### config.mk
export PLATFORM = sky130hd
export DESIGN_NAME = autoreload_pwm_capture_timer
export DESIGN_NICKNAME = d
export VERILOG_FILES = /design/src/verilog/art_pwm_pkg.sv /design/src/verilog/autoreload_pwm_capture_timer.sv
export VERILOG_INCLUDE_DIRS = /design/src /design/src/verilog
export SDC_FILE = /design/constraint.sdc
export NUM_CORES = 1
export LEC_CHECK = 0
export BUFFER_PORTS_ARGS = -buffer_cell sky130_fd_sc_hd__buf_2
export CAP_MARGIN = 0
export CORE_MARGIN = 10
export CORE_UTILIZATION = 35
export CTS_CLUSTER_DIAMETER = 120
export DETAILED_ROUTE_END_ITERATION = 7
export GPL_ROUTABILITY_DRIVEN = 0
export GPL_TIMING_DRIVEN = 1
export HOLD_SLACK_MARGIN = 0.06
export PLACE_DENSITY = 0.51
export SKIP_CTS_REPAIR_TIMING = 1
export SYNTH_ARGS = -nofsm -noshare
export SYNTH_HDL_FRONTEND = slang
export SYNTH_SLANG_ARGS = --single-unit
### constraint.sdc
create_clock -name pclk -period 2.45 [get_ports pclk]
set_input_delay 0.49 -clock pclk [delete_from_list [all_inputs] [get_ports pclk]]
set_output_delay 0.49 -clock pclk [all_outputs]
set_load 0.05 [all_outputs]
### src/verilog/art_pwm_defs.svh
// Register offsets, field positions and reset values of the auto-reload PWM timer
`ifndef ART_PWM_DEFS_SVH
`define ART_PWM_DEFS_SVH
`define OFF_DUTY3       8'h00
`define OFF_DUTY2       8'h04
`define OFF_DUTY1       8'h08
`define OFF_DUTY0       8'h0C
`define OFF_PWM_CTRL    8'h10
`define OFF_TIMER_CS    8'h14
`define OFF_COUNTER     8'h18
`define OFF_RELOAD      8'h1C
`define OFF_CAPTURE_CS  8'h20
`define OFF_CAPTURE1    8'h24
`define OFF_CAPTURE2    8'h28
`define BIT_EXT_CLK     7
`define BIT_RUN         3
`define BIT_FORCE       2
`define BIT_OVF_IE      1
`define BIT_OVF         0
`define RESET_BYTE      8'h00
`define COUNTER_TOP     8'hFF
`endif

### src/verilog/art_pwm_pkg.sv
// Types shared by the auto-reload PWM timer
package art_pwm_pkg;
  typedef logic [7:0] byte_t;
  typedef logic [2:0] prescale_t;
endpackage

### src/verilog/autoreload_pwm_capture_timer.sv
// APB auto-reload PWM timer with two input-capture channels
// Notes on behaviour
// [RULE1] Control bit 7 picks prescaler input: CPU clock or external clock.
// [RULE2] Bits 6:4 divide prescaler input by two to the field value.
// [RULE3] Bit 3 runs the counter; cleared freezes prescaler and counter.
// [RULE4] Force-reload bit is write-only and reads zero.
// [RULE5] Writing force-reload loads reload value and clears prescaler.
// [RULE6] Overflow request only while overflow flag and enable both set.
// [RULE7] Overflow flag set by hardware, cleared by control read, not set by writes.
// [RULE8] Overflow is counter passing FFh and reloading.
// [RULE9] Counter register reads live count, writes replace it even while running.
// [RULE10] On overflow counter loads the reload value.
// [RULE11] On overflow each output goes to its start-of-period level.
// [RULE12] PWM control bits 7:4 enable each output pin.
// [RULE13] Bits 3:0 polarity: 0 means high while count not above compare.
// [RULE14] A polarity change inverts the output at once.
// [RULE15] Duty register sets second edge; first edge is at reload.
// [RULE16] Capture control bits 7:6 read zero.
// [RULE17] Bits 5:4 select capture edge: 1 rising, 0 falling.
// [RULE18] Capture request only while enable and flag both set.
// [RULE19] Capture flag set on capture, cleared by reading its capture value.
// [RULE20] Control register reads zero after reset.
// [RULE21] Compare shadows load from duty registers at each overflow.
// [RULE22] Selected edge copies counter into capture value register.
// [RULE23] After a capture, further captures blocked until value is read.
// [RULE24] Writing counter register also clears the prescaler.
// [RULE25] Clear-on-read effects act only on completed reads.
`timescale 1ns/10ps
`default_nettype none
`include "art_pwm_defs.svh"
module autoreload_pwm_capture_timer #(
  parameter int CHANNELS = 4
) (
  input  wire logic               pclk,
  input  wire logic               presetn,
  input  wire logic               psel,
  input  wire logic               penable,
  input  wire logic               pwrite,
  input  wire logic [7:0]         paddr,
  input  wire logic [31:0]        pwdata,
  output logic      [31:0]        prdata,
  output logic                    pready,
  output logic                    pslverr,
  input  wire logic               ext_clock,
  input  wire logic [1:0]         capture_input,
  output logic      [CHANNELS-1:0] waveform_out,
  output logic      [CHANNELS-1:0] waveform_oe,
  output logic                    overflow_irq,
  output logic      [1:0]         capture_irq
);
  import art_pwm_pkg::*;

  // Channel logic is written for exactly four outputs
  if (CHANNELS != 4) begin : g_bad_channels
    $error("CHANNELS must be 4");
  end

  logic                 external_clock_select;
  prescale_t            prescale_select;
  logic                 counter_run;
  logic                 overflow_irq_enable;
  logic                 overflow_flag;
  byte_t                counter;
  byte_t                reload_value;
  logic [3:0]           output_enable;
  logic [3:0]           polarity_bits;
  byte_t                duty_cycle [4];
  byte_t                compare_shadow [4];
  logic [1:0]           capture_edge;
  logic [1:0]           capture_irq_enable;
  logic [1:0]           capture_flag;
  byte_t                capture_value [2];
  logic [6:0]           prescaler;
  logic                 ext_prev;
  logic [1:0]           cap_prev;
  logic                 wr;
  logic                 rd;
  logic                 input_tick;
  logic                 count_tick;
  logic                 overflow;
  logic [1:0]           cap_event;
  logic [6:0]           next_prescaler;
  logic [7:0]           rbyte;

  assign pready  = 1'b1;
  assign pslverr = 1'b0;
  // Single-cycle access phase; effects only at completion
  assign wr = psel && penable && pwrite; // [RULE25]
  assign rd = psel && penable && !pwrite; // [RULE25]

  // External clock rising edges feed the prescaler
  always_ff @(posedge pclk or negedge presetn) begin
    if (!presetn) begin
      ext_prev <= 1'b0;
      cap_prev <= 2'b00;
    end else begin
      ext_prev <= ext_clock;
      cap_prev <= capture_input;
    end
  end

  assign input_tick = external_clock_select ? (ext_clock && !ext_prev) : 1'b1; // [RULE1]
  assign next_prescaler = prescaler + 7'h01;
  always_comb begin
    if (prescale_select == 3'h0) begin
      count_tick = input_tick;
    end else begin
      // Tap fires when the low bits roll over
      count_tick = input_tick && ((prescaler & ((7'h01 << prescale_select) - 7'h01))
                                  == ((7'h01 << prescale_select) - 7'h01)); // [RULE2]
    end
    count_tick = count_tick && counter_run; // [RULE3]
  end
  assign overflow = count_tick && (counter == `COUNTER_TOP); // [RULE8]

  // Prescaler
  always_ff @(posedge pclk or negedge presetn) begin
    if (!presetn) begin
      prescaler <= 7'h00;
    end else if ((wr && paddr == `OFF_TIMER_CS && pwdata[`BIT_FORCE]) ||
                 (wr && paddr == `OFF_COUNTER)) begin
      prescaler <= 7'h00; // [RULE5] [RULE24]
    end else if (counter_run && input_tick) begin
      prescaler <= next_prescaler; // [RULE3]
    end
  end

  // Counter
  always_ff @(posedge pclk or negedge presetn) begin
    if (!presetn) begin
      counter <= 8'h00;
    end else if (wr && paddr == `OFF_COUNTER) begin
      counter <= pwdata[7:0]; // [RULE9]
    end else if (wr && paddr == `OFF_TIMER_CS && pwdata[`BIT_FORCE]) begin
      counter <= reload_value; // [RULE5]
    end else if (overflow) begin
      counter <= reload_value; // [RULE10]
    end else if (count_tick) begin
      counter <= counter + 8'h01;
    end
  end

  // Timer control and status
  always_ff @(posedge pclk or negedge presetn) begin
    if (!presetn) begin
      external_clock_select <= 1'b0; // [RULE20]
      prescale_select       <= 3'h0;
      counter_run           <= 1'b0;
      overflow_irq_enable   <= 1'b0;
    end else if (wr && paddr == `OFF_TIMER_CS) begin
      external_clock_select <= pwdata[`BIT_EXT_CLK];
      prescale_select       <= pwdata[6:4];
      counter_run           <= pwdata[`BIT_RUN];
      overflow_irq_enable   <= pwdata[`BIT_OVF_IE];
    end
  end

  // Overflow flag: set beats a clearing read
  always_ff @(posedge pclk or negedge presetn) begin
    if (!presetn) begin
      overflow_flag <= 1'b0;
    end else if (overflow) begin
      overflow_flag <= 1'b1; // [RULE7]
    end else if (rd && paddr == `OFF_TIMER_CS) begin
      overflow_flag <= 1'b0; // [RULE7]
    end
  end
  assign overflow_irq = overflow_flag && overflow_irq_enable; // [RULE6]

  // PWM control, duty and compare shadows
  always_ff @(posedge pclk or negedge presetn) begin
    if (!presetn) begin
      reload_value  <= 8'h00;
      output_enable <= 4'h0;
      polarity_bits <= 4'h0;
      for (int i = 0; i < 4; i++) begin
        duty_cycle[i]     <= 8'h00;
        compare_shadow[i] <= 8'h00;
      end
    end else begin
      if (wr && paddr == `OFF_RELOAD) begin
        reload_value <= pwdata[7:0];
      end
      if (wr && paddr == `OFF_PWM_CTRL) begin
        output_enable <= pwdata[7:4];
        polarity_bits <= pwdata[3:0];
      end
      if (wr && paddr == `OFF_DUTY0) begin
        duty_cycle[0] <= pwdata[7:0];
      end
      if (wr && paddr == `OFF_DUTY1) begin
        duty_cycle[1] <= pwdata[7:0];
      end
      if (wr && paddr == `OFF_DUTY2) begin
        duty_cycle[2] <= pwdata[7:0];
      end
      if (wr && paddr == `OFF_DUTY3) begin
        duty_cycle[3] <= pwdata[7:0];
      end
      if (overflow) begin
        for (int i = 0; i < 4; i++) begin
          compare_shadow[i] <= duty_cycle[i]; // [RULE21]
        end
      end
    end
  end

  // Level follows counter against shadow; polarity applies at once
  always_ff @(posedge pclk or negedge presetn) begin
    if (!presetn) begin
      waveform_out <= '0;
      waveform_oe  <= '0;
    end else begin
      for (int i = 0; i < 4; i++) begin
        // Start-of-period level right after reload, edge when count passes shadow
        waveform_out[i] <= output_enable[i] &&
                           (((counter <= compare_shadow[i]) ? 1'b1 : 1'b0) ^ polarity_bits[i]); // [RULE11] [RULE13] [RULE14] [RULE15]
        waveform_oe[i]  <= output_enable[i]; // [RULE12]
      end
    end
  end

  // Capture
  always_comb begin
    for (int c = 0; c < 2; c++) begin
      cap_event[c] = capture_edge[c] ? (capture_input[c] && !cap_prev[c])
                                     : (!capture_input[c] && cap_prev[c]); // [RULE17]
    end
  end

  always_ff @(posedge pclk or negedge presetn) begin
    if (!presetn) begin
      capture_edge       <= 2'b00;
      capture_irq_enable <= 2'b00;
    end else if (wr && paddr == `OFF_CAPTURE_CS) begin
      capture_edge       <= pwdata[5:4];
      capture_irq_enable <= pwdata[3:2];
    end
  end

  always_ff @(posedge pclk or negedge presetn) begin
    if (!presetn) begin
      capture_flag     <= 2'b00;
      capture_value[0] <= 8'h00;
      capture_value[1] <= 8'h00;
    end else begin
      for (int c = 0; c < 2; c++) begin
        if (cap_event[c] && !capture_flag[c]) begin
          capture_value[c] <= counter; // [RULE22] [RULE23]
          capture_flag[c]  <= 1'b1; // [RULE19]
        end else if (rd && paddr == (c == 0 ? `OFF_CAPTURE1 : `OFF_CAPTURE2)) begin
          capture_flag[c]  <= 1'b0; // [RULE19]
        end
      end
    end
  end
  assign capture_irq = capture_flag & capture_irq_enable; // [RULE18]

  // Read mux
  always_comb begin
    unique case (paddr)
      `OFF_DUTY0:      rbyte = duty_cycle[0];
      `OFF_DUTY1:      rbyte = duty_cycle[1];
      `OFF_DUTY2:      rbyte = duty_cycle[2];
      `OFF_DUTY3:      rbyte = duty_cycle[3];
      `OFF_PWM_CTRL:   rbyte = {output_enable, polarity_bits};
      `OFF_TIMER_CS:   rbyte = {external_clock_select, prescale_select, counter_run,
                                1'b0, overflow_irq_enable, overflow_flag}; // [RULE4]
      `OFF_COUNTER:    rbyte = counter; // [RULE9]
      `OFF_RELOAD:     rbyte = reload_value;
      `OFF_CAPTURE_CS: rbyte = {2'b00, capture_edge, capture_irq_enable, capture_flag}; // [RULE16]
      `OFF_CAPTURE1:   rbyte = capture_value[0];
      `OFF_CAPTURE2:   rbyte = capture_value[1];
      default:         rbyte = 8'h00;
    endcase
  end
  assign prdata = {24'h000000, rbyte};

  chk_ovf_sets_flag: assert property (@(posedge pclk) disable iff (!presetn)
    overflow |=> overflow_flag) else $error("overflow did not set flag"); // [RULE7]
  chk_ovf_reload: assert property (@(posedge pclk) disable iff (!presetn)
    overflow && !wr |=> counter == $past(reload_value)) else $error("no reload on overflow"); // [RULE10]
  chk_ovf_irq_gate: assert property (@(posedge pclk) disable iff (!presetn)
    overflow_irq == (overflow_flag && overflow_irq_enable)) else $error("overflow irq gate"); // [RULE6]
  chk_frozen_count: assert property (@(posedge pclk) disable iff (!presetn)
    !counter_run && !wr |=> $stable(counter) && $stable(prescaler)) else $error("counter moved while stopped"); // [RULE3]
  chk_force_reads_zero: assert property (@(posedge pclk) disable iff (!presetn)
    paddr == `OFF_TIMER_CS |-> prdata[`BIT_FORCE] == 1'b0) else $error("force bit read nonzero"); // [RULE4]
  chk_counter_write: assert property (@(posedge pclk) disable iff (!presetn)
    wr && paddr == `OFF_COUNTER |=> counter == $past(pwdata[7:0]) && prescaler == 7'h00)
    else $error("counter write failed"); // [RULE24]
  chk_capture_hold: assert property (@(posedge pclk) disable iff (!presetn)
    capture_flag[0] && !(rd && paddr == `OFF_CAPTURE1) |=> $stable(capture_value[0]) && capture_flag[0])
    else $error("capture overwritten"); // [RULE23]
  chk_capture_irq: assert property (@(posedge pclk) disable iff (!presetn)
    capture_irq == (capture_flag & capture_irq_enable)) else $error("capture irq gate"); // [RULE18]
  chk_shadow_load: assert property (@(posedge pclk) disable iff (!presetn)
    overflow |=> compare_shadow[0] == $past(duty_cycle[0])) else $error("shadow not loaded"); // [RULE21]

  chk_shadow_hold: assert property (@(posedge pclk) disable iff (!presetn) // [RULE21]
    !overflow |=> $stable(compare_shadow[0]))
    else $error("shadow changed between overflows");

  chk_force_loads: assert property (@(posedge pclk) disable iff (!presetn) // [RULE5]
    wr && paddr == `OFF_TIMER_CS && pwdata[`BIT_FORCE]
    |=> counter == $past(reload_value) && prescaler == 7'h00)
    else $error("force reload failed");

  chk_ovf_read_clears: assert property (@(posedge pclk) disable iff (!presetn) // [RULE7]
    rd && paddr == `OFF_TIMER_CS && !overflow |=> !overflow_flag)
    else $error("overflow flag not cleared by read");

  chk_ovf_no_write_set: assert property (@(posedge pclk) disable iff (!presetn) // [RULE7]
    wr && !overflow && !overflow_flag |=> !overflow_flag)
    else $error("write set overflow flag");

  chk_count_step: assert property (@(posedge pclk) disable iff (!presetn) // [RULE3]
    count_tick && !overflow && !wr |=> counter == $past(counter) + 8'h01)
    else $error("counter did not step");

  chk_ext_gate: assert property (@(posedge pclk) disable iff (!presetn) // [RULE1]
    external_clock_select && !(ext_clock && !ext_prev) |-> !count_tick)
    else $error("tick without external edge");

  chk_prescale_tap: assert property (@(posedge pclk) disable iff (!presetn) // [RULE2]
    prescale_select == 3'h7 && count_tick |-> prescaler == 7'h7F)
    else $error("divide by 128 tap wrong");

  chk_reset_zero: assert property (@(posedge pclk) // [RULE20]
    !presetn |-> !external_clock_select && prescale_select == 3'h0 && !counter_run
                 && !overflow_irq_enable && !overflow_flag)
    else $error("control register not zero in reset");

  chk_oe_follows: assert property (@(posedge pclk) disable iff (!presetn) // [RULE12]
    1'b1 |=> waveform_oe == $past(output_enable))
    else $error("output enable mismatch");

  chk_wave_level: assert property (@(posedge pclk) disable iff (!presetn) // [RULE13]
    1'b1 |=> waveform_out[0] == ($past(output_enable[0])
                                 && (($past(counter) <= $past(compare_shadow[0])) ^ $past(polarity_bits[0]))))
    else $error("waveform level wrong");

  chk_cs_reserved: assert property (@(posedge pclk) disable iff (!presetn) // [RULE16]
    paddr == `OFF_CAPTURE_CS |-> prdata[7:6] == 2'b00)
    else $error("reserved capture bits nonzero");

  chk_capture_copy: assert property (@(posedge pclk) disable iff (!presetn) // [RULE22]
    cap_event[1] && !capture_flag[1] |=> capture_value[1] == $past(counter) && capture_flag[1])
    else $error("capture did not copy counter");

  chk_capture_hold2: assert property (@(posedge pclk) disable iff (!presetn) // [RULE23]
    capture_flag[1] && !(rd && paddr == `OFF_CAPTURE2) |=> $stable(capture_value[1]) && capture_flag[1])
    else $error("second capture overwritten");

  chk_capture_clear: assert property (@(posedge pclk) disable iff (!presetn) // [RULE19]
    rd && paddr == `OFF_CAPTURE1 && capture_flag[0] |=> !capture_flag[0])
    else $error("capture flag not cleared by read");

  chk_bus_response: assert property (@(posedge pclk) disable iff (!presetn) // [RULE25]
    pready && !pslverr && prdata[31:8] == 24'h000000)
    else $error("bus response wrong");
endmodule
`default_nettype wire
==> out/metrics.cfg, run 1 <==
[run_status]
status = finished, violations left
violations = DRC, setup timing

[setup_path]
path_cells = buf_12 > nor4b_4 > buf_6 > buf_6 > buf_6 > a22oi_1 > o22ai_1 > a311o_1 > buf_6
critPathLaunchType = input port
crit_type = in2out
worst-path-buf-inv = 5
end_kind = output port
crit_required_ns = 1.96
slowest_delay_ns = 0.38
arrival_ns = 2.13
cp_max_fo = 7
crit_family = buffers and inverters
cpMaxStageDelayCell = nor4b_4
cpMostUsedCell = buf_6

[route]
vias_per_cell = 5.367
vias = 5651
dr.pass1.iters = 8
ant_nets = 0
wirelength_microns = 22660
drc_errors = 1
wl_per_cell_microns = 21.52
drt_iter0_drc = 589

[power_and_ir_drop]
pwr-share-clk_pct = 46.3
power.internal_mw = 4.103
swShare_pct = 26.28
p_leak_nw = 4.298
seqPwrFrac_pct = 43.0
switchingPower_mw = 1.463
powerDensity_mw_per_mm2 = 622.6
p_comb_share_pct = 10.7
max-vdd-ir-drop_mv = 0.5086
p_total_mw = 5.566

[finish]
n_antenna_cell = 0
seqCellArea_sq_mm = 0.003378
fillers = 1916
multi_input_area_sq_mm = 0.003473
area_growth_pct = 25.64
fin_nets = 852
post-route-util_pct = 44.47
drive_above_1_share_pct = 34.23

[synth]
synth_cell_types = 60
synth_edf_count = 0
yosysTopAreaCell = dfrtp_1
synth_seq_cells = 135
synth_top_area_share_pct = 47.48
yosys_warnings = 0
syn_area_per_cell_sq_um = 11.03
synthTopCellsByArea = dfrtp_1 (47%), mux2_2 (12%), ha_1 (6.0%)
synth_cells = 645
yosys_most_used_dff = dfrtp_1
async_reset_ff_share_pct = 100.0
synth_area_sq_mm = 0.007116
seq_area_frac_synth_pct = 47.48

[timing]
fin_tns_setup_ns = -0.5546
hold_violations = 0
skew_ns = 0.008044
setup_violations = 6
post-route-period-util_pct = 107.0
clock.fmax_mhz = 381.5
slew_violations = 0
relSlewSlack_pct = 64.42
rsz0062_at_grt = true
setup_ws_ns = -0.1714
worst_pin_slew_ns = 0.5338
period_needed_ns = 2.621

[die]
die-area_sq_mm = 0.02643
io_pins = 93
die_w_microns = 162.6
core_sq_mm = 0.02010
row_count = 52
dieHeight_microns = 162.6
start_util_pct = 35.39

[grt]
grt_pass1_vias = 5735
overflow = 0
grt_antenna_before_repair = 0
track_usage_pct = 17.22
grt_max_degree = 53
grt_pass1_wl_microns = 34530

[clock_tree]
cts.reportedPaths.clkPinSlew_ns = 0.06
cts_buffers = 17
insertion_delay_ns = 0.43
h-tree-depth = 4
cts_tree = yes
clock_sinks = 135
clockBufferDepth = 2
clockRootBuffer = clkbuf_16

[placed_design]
portBuffers = 42
hpwl_microns = 16700

[worst_hold_path]
hp-class = in2reg

[job]
drv_cap = 0

[per-layer routing]
layer	vias up	part of all wire, %	track usage (%)
li1	2575	-	-
met1	2813	45	23.14
met3	39	6.5	3.766
met2	224	46	27.22
met4	0	2.0	5.164
met5	-	0	0
[Yosys cell counts, types with 5 or more instances]
master / count
dfrtp_1: 135
mux2_2: 77
nand2_1: 44
o21ai_0: 42
inv_1: 37
ha_1: 34
buf_4: 26
a21oi_1: 22
nor2_1: 21
a22oi_1: 20
nand3_1: 18
o22ai_1: 15
a222oi_1: 14
a21o_1: 10
and2_1: 10
clkbuf_1: 9
buf_2: 8
xnor2_1: 8
a31oi_1: 6
and4_1: 6
nor2_2: 6
nor3_1: 6
and3_1: 5
nand2b_1: 5
nand4_1: 5
[metrics by stage]
step	cell area, sq um	setup slack (ns)	hold slack (ns)	std cells
finish	8940	-0.1714	0.1846	1053
global route	8940	-0.2083	0.1805	1053
CTS	8688	-0.3799	0.03171	1044
detailed placement	8095	-0.3764	0.4467	1012
global placement	8095	-0.3313	0.4464	1012
floorplan	7218	-0.02534	0.1944	669
[power by group through the flow]
stage | clock network, mW | registers (mW) | logic [mW]
floorplan | 0 | 2.42 | 0.321
global placement | 0 | 2.43 | 0.543
detailed placement | 0 | 2.43 | 0.555
CTS | 2.61 | 2.39 | 0.560
global route | 2.69 | 2.40 | 0.645
finish | 2.58 | 2.39 | 0.595
[sequential cells by signal, indices dropped and copies added, names as in the netlist, 7 cells and up]
| register | count |
|---|---|
| compare_shadow | 32 |
| duty_cycle | 32 |
| capture_value | 16 |
| counter | 8 |
| reload_value | 8 |
| prescaler | 7 |
[cell usage in the layout, fill, tap and decap left out, types with 3 or more instances in the layout]
master | synthesis | layout
and2_1 | 10 | 9
ha_1 | 34 | 34
buf_4 | 26 | 71
nand3_1 | 18 | 18
clkinvlp_4 | 0 | 4
conb_1 | 2 | 26
nand4_1 | 5 | 5
xor2_1 | 4 | 4
mux2_2 | 77 | 77
a21o_1 | 10 | 10
buf_2 | 8 | 30
buf_12 | 0 | 5
o31ai_1 | 4 | 4
nand3b_1 | 3 | 3
o21ai_0 | 42 | 39
buf_8 | 0 | 3
inv_1 | 37 | 37
mux2i_1 | 3 | 3
a21oi_1 | 22 | 21
o22ai_1 | 15 | 14
a32oi_1 | 3 | 3
nand2_1 | 44 | 44
clkbuf_8 | 0 | 3
and4_1 | 6 | 6
a22oi_1 | 20 | 19
buf_6 | 2 | 16
nand2b_1 | 5 | 5
a31oi_1 | 6 | 6
dfrtp_1 | 135 | 135
nor4b_4 | 2 | 3
xnor2_1 | 8 | 8
a222oi_1 | 14 | 14
nor2_1 | 21 | 18
nor3_1 | 6 | 6
and3_1 | 5 | 3
clkbuf_16 | 0 | 17
clkinv_2 | 0 | 3
nor2_2 | 6 | 9
[path summary, 6_finish.rpt]
path | depth (start not counted) | endpoint | startpoint | slack [ns]
hold / removal | 1 | ext_prev | ext_clock | 0.18
max in group asynchronous | 3 | reload_value[3] | presetn | 1.14
hold reg to reg | 0 | waveform_oe[3] | output_enable[3] | 0.45
setup / recovery | 9 | prdata[5] | paddr[2] | -0.17
setup reg to reg | 8 | counter[5] | counter[1] | 0.17
min in group asynchronous | 2 | compare_shadow[21] | presetn | 0.61
[area by class of cell]
type                            instances  share of cell area, %
Inverter                               37                  1.554
Clock inverter                         11                  1.372
Multi-Input combinational cell        453                  38.85
Clock buffer                           21                  5.262
Tap cell                              270                  3.779
Timing Repair Buffer                  126                  11.39
Sequential cell                       135                  37.79
[worst reg2reg max path, stage by stage, from the launching register on]
cell and delay [ns]:
dfrtp_1 0.38, buf_4 0.12, ha_1 0.20, nand3_1 0.13, nor3_1 0.41, nand3_1 0.22
o21ai_4 0.34, a21oi_1 0.12, o311ai_1 0.26
[kinds of logic after synthesis]
family,after synthesis,share of synthesized area [%]
adders and majority gates,34,5.979
buffers and inverters,82,6.049
DFF,135,47.48
xor gates and xnor gates,12,1.477
AOI/OAI and AO/OA,153,14.56
muxes,80,12.61
other,2,0.1055
and+or+nand+nor,147,11.75
Power figures use the tool's default switching activity.
==> inputs of run 2 (changes only) <==
==> constraint.sdc (replaced) <==
create_clock -name pclk -period 3.32 [get_ports pclk]
set_input_delay 0.664 -clock pclk [delete_from_list [all_inputs] [get_ports pclk]]
set_output_delay 0.664 -clock pclk [all_outputs]
set_load 0.05 [all_outputs]
==> out/metrics.cfg, run 2 (synthesis gave the netlist of run 1 again) <==
[run_status]
status = completed  ; was finished, violations left

[clock_tree]
clockBufferDepth = 2  ; unchanged
clock_sinks = 135  ; unchanged
insertion_delay_ns = 0.42  ; was 0.43 ns
cts.reportedPaths.clkPinSlew_ns = 0.06  ; about the same
clockRootBuffer = clkbuf_16  ; unchanged
cts_tree = yes  ; unchanged
h-tree-depth = 4  ; unchanged
cts_buffers = 17  ; unchanged

[finish]
fillers = 1967  ; was 1916
mostFrequentLayoutCells = dfrtp_1 (135), mux2_2 (77), nand2_1 (44)  ; was dfrtp_1 (135), mux2_2 (77), buf_4 (71)
area_growth_pct = 16.07  ; was 25.64%
finalNonFillerCells = 987  ; was 1053
fin_nets = 786  ; was 852
drive_above_1_share_pct = 26.64  ; was 34.23%
seqCellArea_sq_mm = 0.003378  ; unchanged
reg_top3 = compare_shadow x32, duty_cycle x32, capture_value x16  ; unchanged
n_antenna_cell = 0  ; unchanged
multi_input_area_sq_mm = 0.003405  ; was 0.003473 sq mm
final_common_cell = dfrtp_1  ; unchanged

[power_and_ir_drop]
seqPwrFrac_pct = 43.8  ; was 43.0%
pwr-share-clk_pct = 47.5  ; was 46.3%
p_total_mw = 4.069  ; was 5.566 mW
swShare_pct = 26.20  ; was 26.28%
switchingPower_mw = 1.066  ; was 1.463 mW
power.internal_mw = 3.002  ; was 4.103 mW
powerDensity_mw_per_mm2 = 492.6  ; was 622.6 mW/mm^2
max-vdd-ir-drop_mv = 0.3796  ; was 0.5086 mV
p_comb_share_pct = 8.7  ; was 10.7%
p_leak_nw = 3.925  ; was 4.298 nW

[setup_path]
end_kind = output port  ; unchanged
cpMaxStageDelayCell = a222oi_1  ; was nor4b_4
arrival_ns = 2.50  ; was 2.13 ns
path_cells = buf_2 > nor2_1 > and3_1 > a222oi_1 > buf_4 > o22ai_1 > or2_2 > buf_2  ; was buf_12 > nor4b_4 > buf_6 > buf_6 > buf_6 > a22oi_1 > o22ai_1 > a311o_1 > buf_6
slowest_delay_ns = 0.45  ; was 0.38 ns
crit_type = in2out  ; unchanged
cp_max_fo = 8  ; was 7
r2r_end = compare_shadow[4]  ; was counter[5]
ff2ff_setup_slack_ns = 0.61  ; was 0.17 ns
cp-endpoint = prdata[4]  ; was prdata[5]
critPathLaunchType = input port  ; unchanged
crit_required_ns = 2.66  ; was 1.96 ns
reg2reg_from = counter[1]  ; unchanged
worst-path-buf-inv = 3  ; was 5
worstSetupPathDepth = 8  ; was 9
crit_family = simple AND/OR/NAND/NOR gates  ; was buffers and inverters
worstRegToRegCells = 7  ; was 8
cpMostUsedCell = buf_2  ; was buf_6
startpoint = paddr[1]  ; was paddr[2]

[timing]
relSlewSlack_pct = 45.80  ; was 64.42%
rsz0062_at_grt = false  ; was true
worst_pin_slew_ns = 0.8100  ; was 0.5338 ns
fin_tns_setup_ns = 0  ; was -0.5546 ns
post-route-period-util_pct = 95.39
period_needed_ns = 3.167
setup_violations = 0  ; was 6
clock.fmax_mhz = 315.8
hold_violations = 0  ; unchanged
slew_violations = 0  ; unchanged
skew_ns = 0.01147  ; was 0.008044 ns
holdWs_ns = 0.1908  ; was 0.1846 ns

[die]
start_util_pct = 35.39  ; unchanged
io_pins = 93  ; unchanged
row_count = 52  ; unchanged
die_w_microns = 162.6  ; unchanged
core_sq_mm = 0.02010  ; unchanged
dieHeight_microns = 162.6  ; unchanged
die-area_sq_mm = 0.02643  ; unchanged

[worst_hold_path]
hp-class = in2async  ; was in2reg

[route]
ant_nets = 0  ; unchanged
wl_per_cell_microns = 21.72  ; was 21.52 microns
drt_iter0_drc = 447  ; was 589
drc_errors = 0  ; was 1
wirelength_microns = 21440  ; was 22660 microns
dr.pass1.iters = 5  ; was 8
vias_per_cell = 5.439  ; was 5.367
vias = 5368  ; was 5651

[grt]
track_usage_pct = 16.52  ; was 17.22%
overflow = 0  ; unchanged
grt_max_degree = 79  ; was 53
grt_pass1_wl_microns = 33010  ; was 34530 microns
grt_pass1_vias = 5442  ; was 5735
grt_antenna_before_repair = 0  ; unchanged

[job]
drv_cap = 0  ; unchanged

[placed_design]
dp.cells = 955  ; was 1012
hpwl_microns = 15400  ; was 16700 microns
portBuffers = 42  ; unchanged

==> run 2: cell type report <==
type / count / share of cell area [%]
Multi-Input combinational cell: 452 / 41.22
Clock buffer: 18 / 5.196
Tap cell: 270 / 4.090
Timing Repair Buffer: 61 / 4.802
Inverter: 37 / 1.682
Sequential cell: 135 / 40.90
Clock inverter: 14 / 2.106
==> run 2: worst min-delay path by stage <==
stage	endpoint	from	slack (ns)
global route	waveform_oe[1]	presetn	0.23
detailed placement	waveform_oe[1]	output_enable[1]	0.43
floorplan	cap_prev[0]	presetn	0.37
finish	waveform_oe[1]	presetn	0.19
CTS	waveform_oe[1]	presetn	0.21
global placement	waveform_oe[1]	output_enable[1]	0.42
==> run 2: through the flow <==
step	cell area, sq um	setup WS, ns	util (%)
3_5_place_dp	7656	0.1829	38.08
4_1_cts	8259	0.1667	41.08
5_1_grt	8259	0.04909	41.08
2_1_floorplan	7206	0.2388	-
3_3_place_gp	7656	0.1809	38.08
6_report	8259	0.1531	41.08
==> run 2: power by group through the flow <==
stage | logic [mW] | registers (mW) | clock network, mW
after floorplan | 0.236 | 1.78 | 0
after global placement | 0.345 | 1.81 | 0
after detailed placement | 0.352 | 1.81 | 0
after CTS | 0.353 | 1.78 | 1.97
after global routing | 0.388 | 1.79 | 2.03
final | 0.354 | 1.78 | 1.93
==> run 2: routing by layer <==
layer	vias up	GRT usage (%)	wire length [microns]
met5	-	0	0
met3	21	3.842	1160
met1	2744	21.66	9508
met2	155	26.47	10400
li1	2448	-	-
met4	0	5.164	362
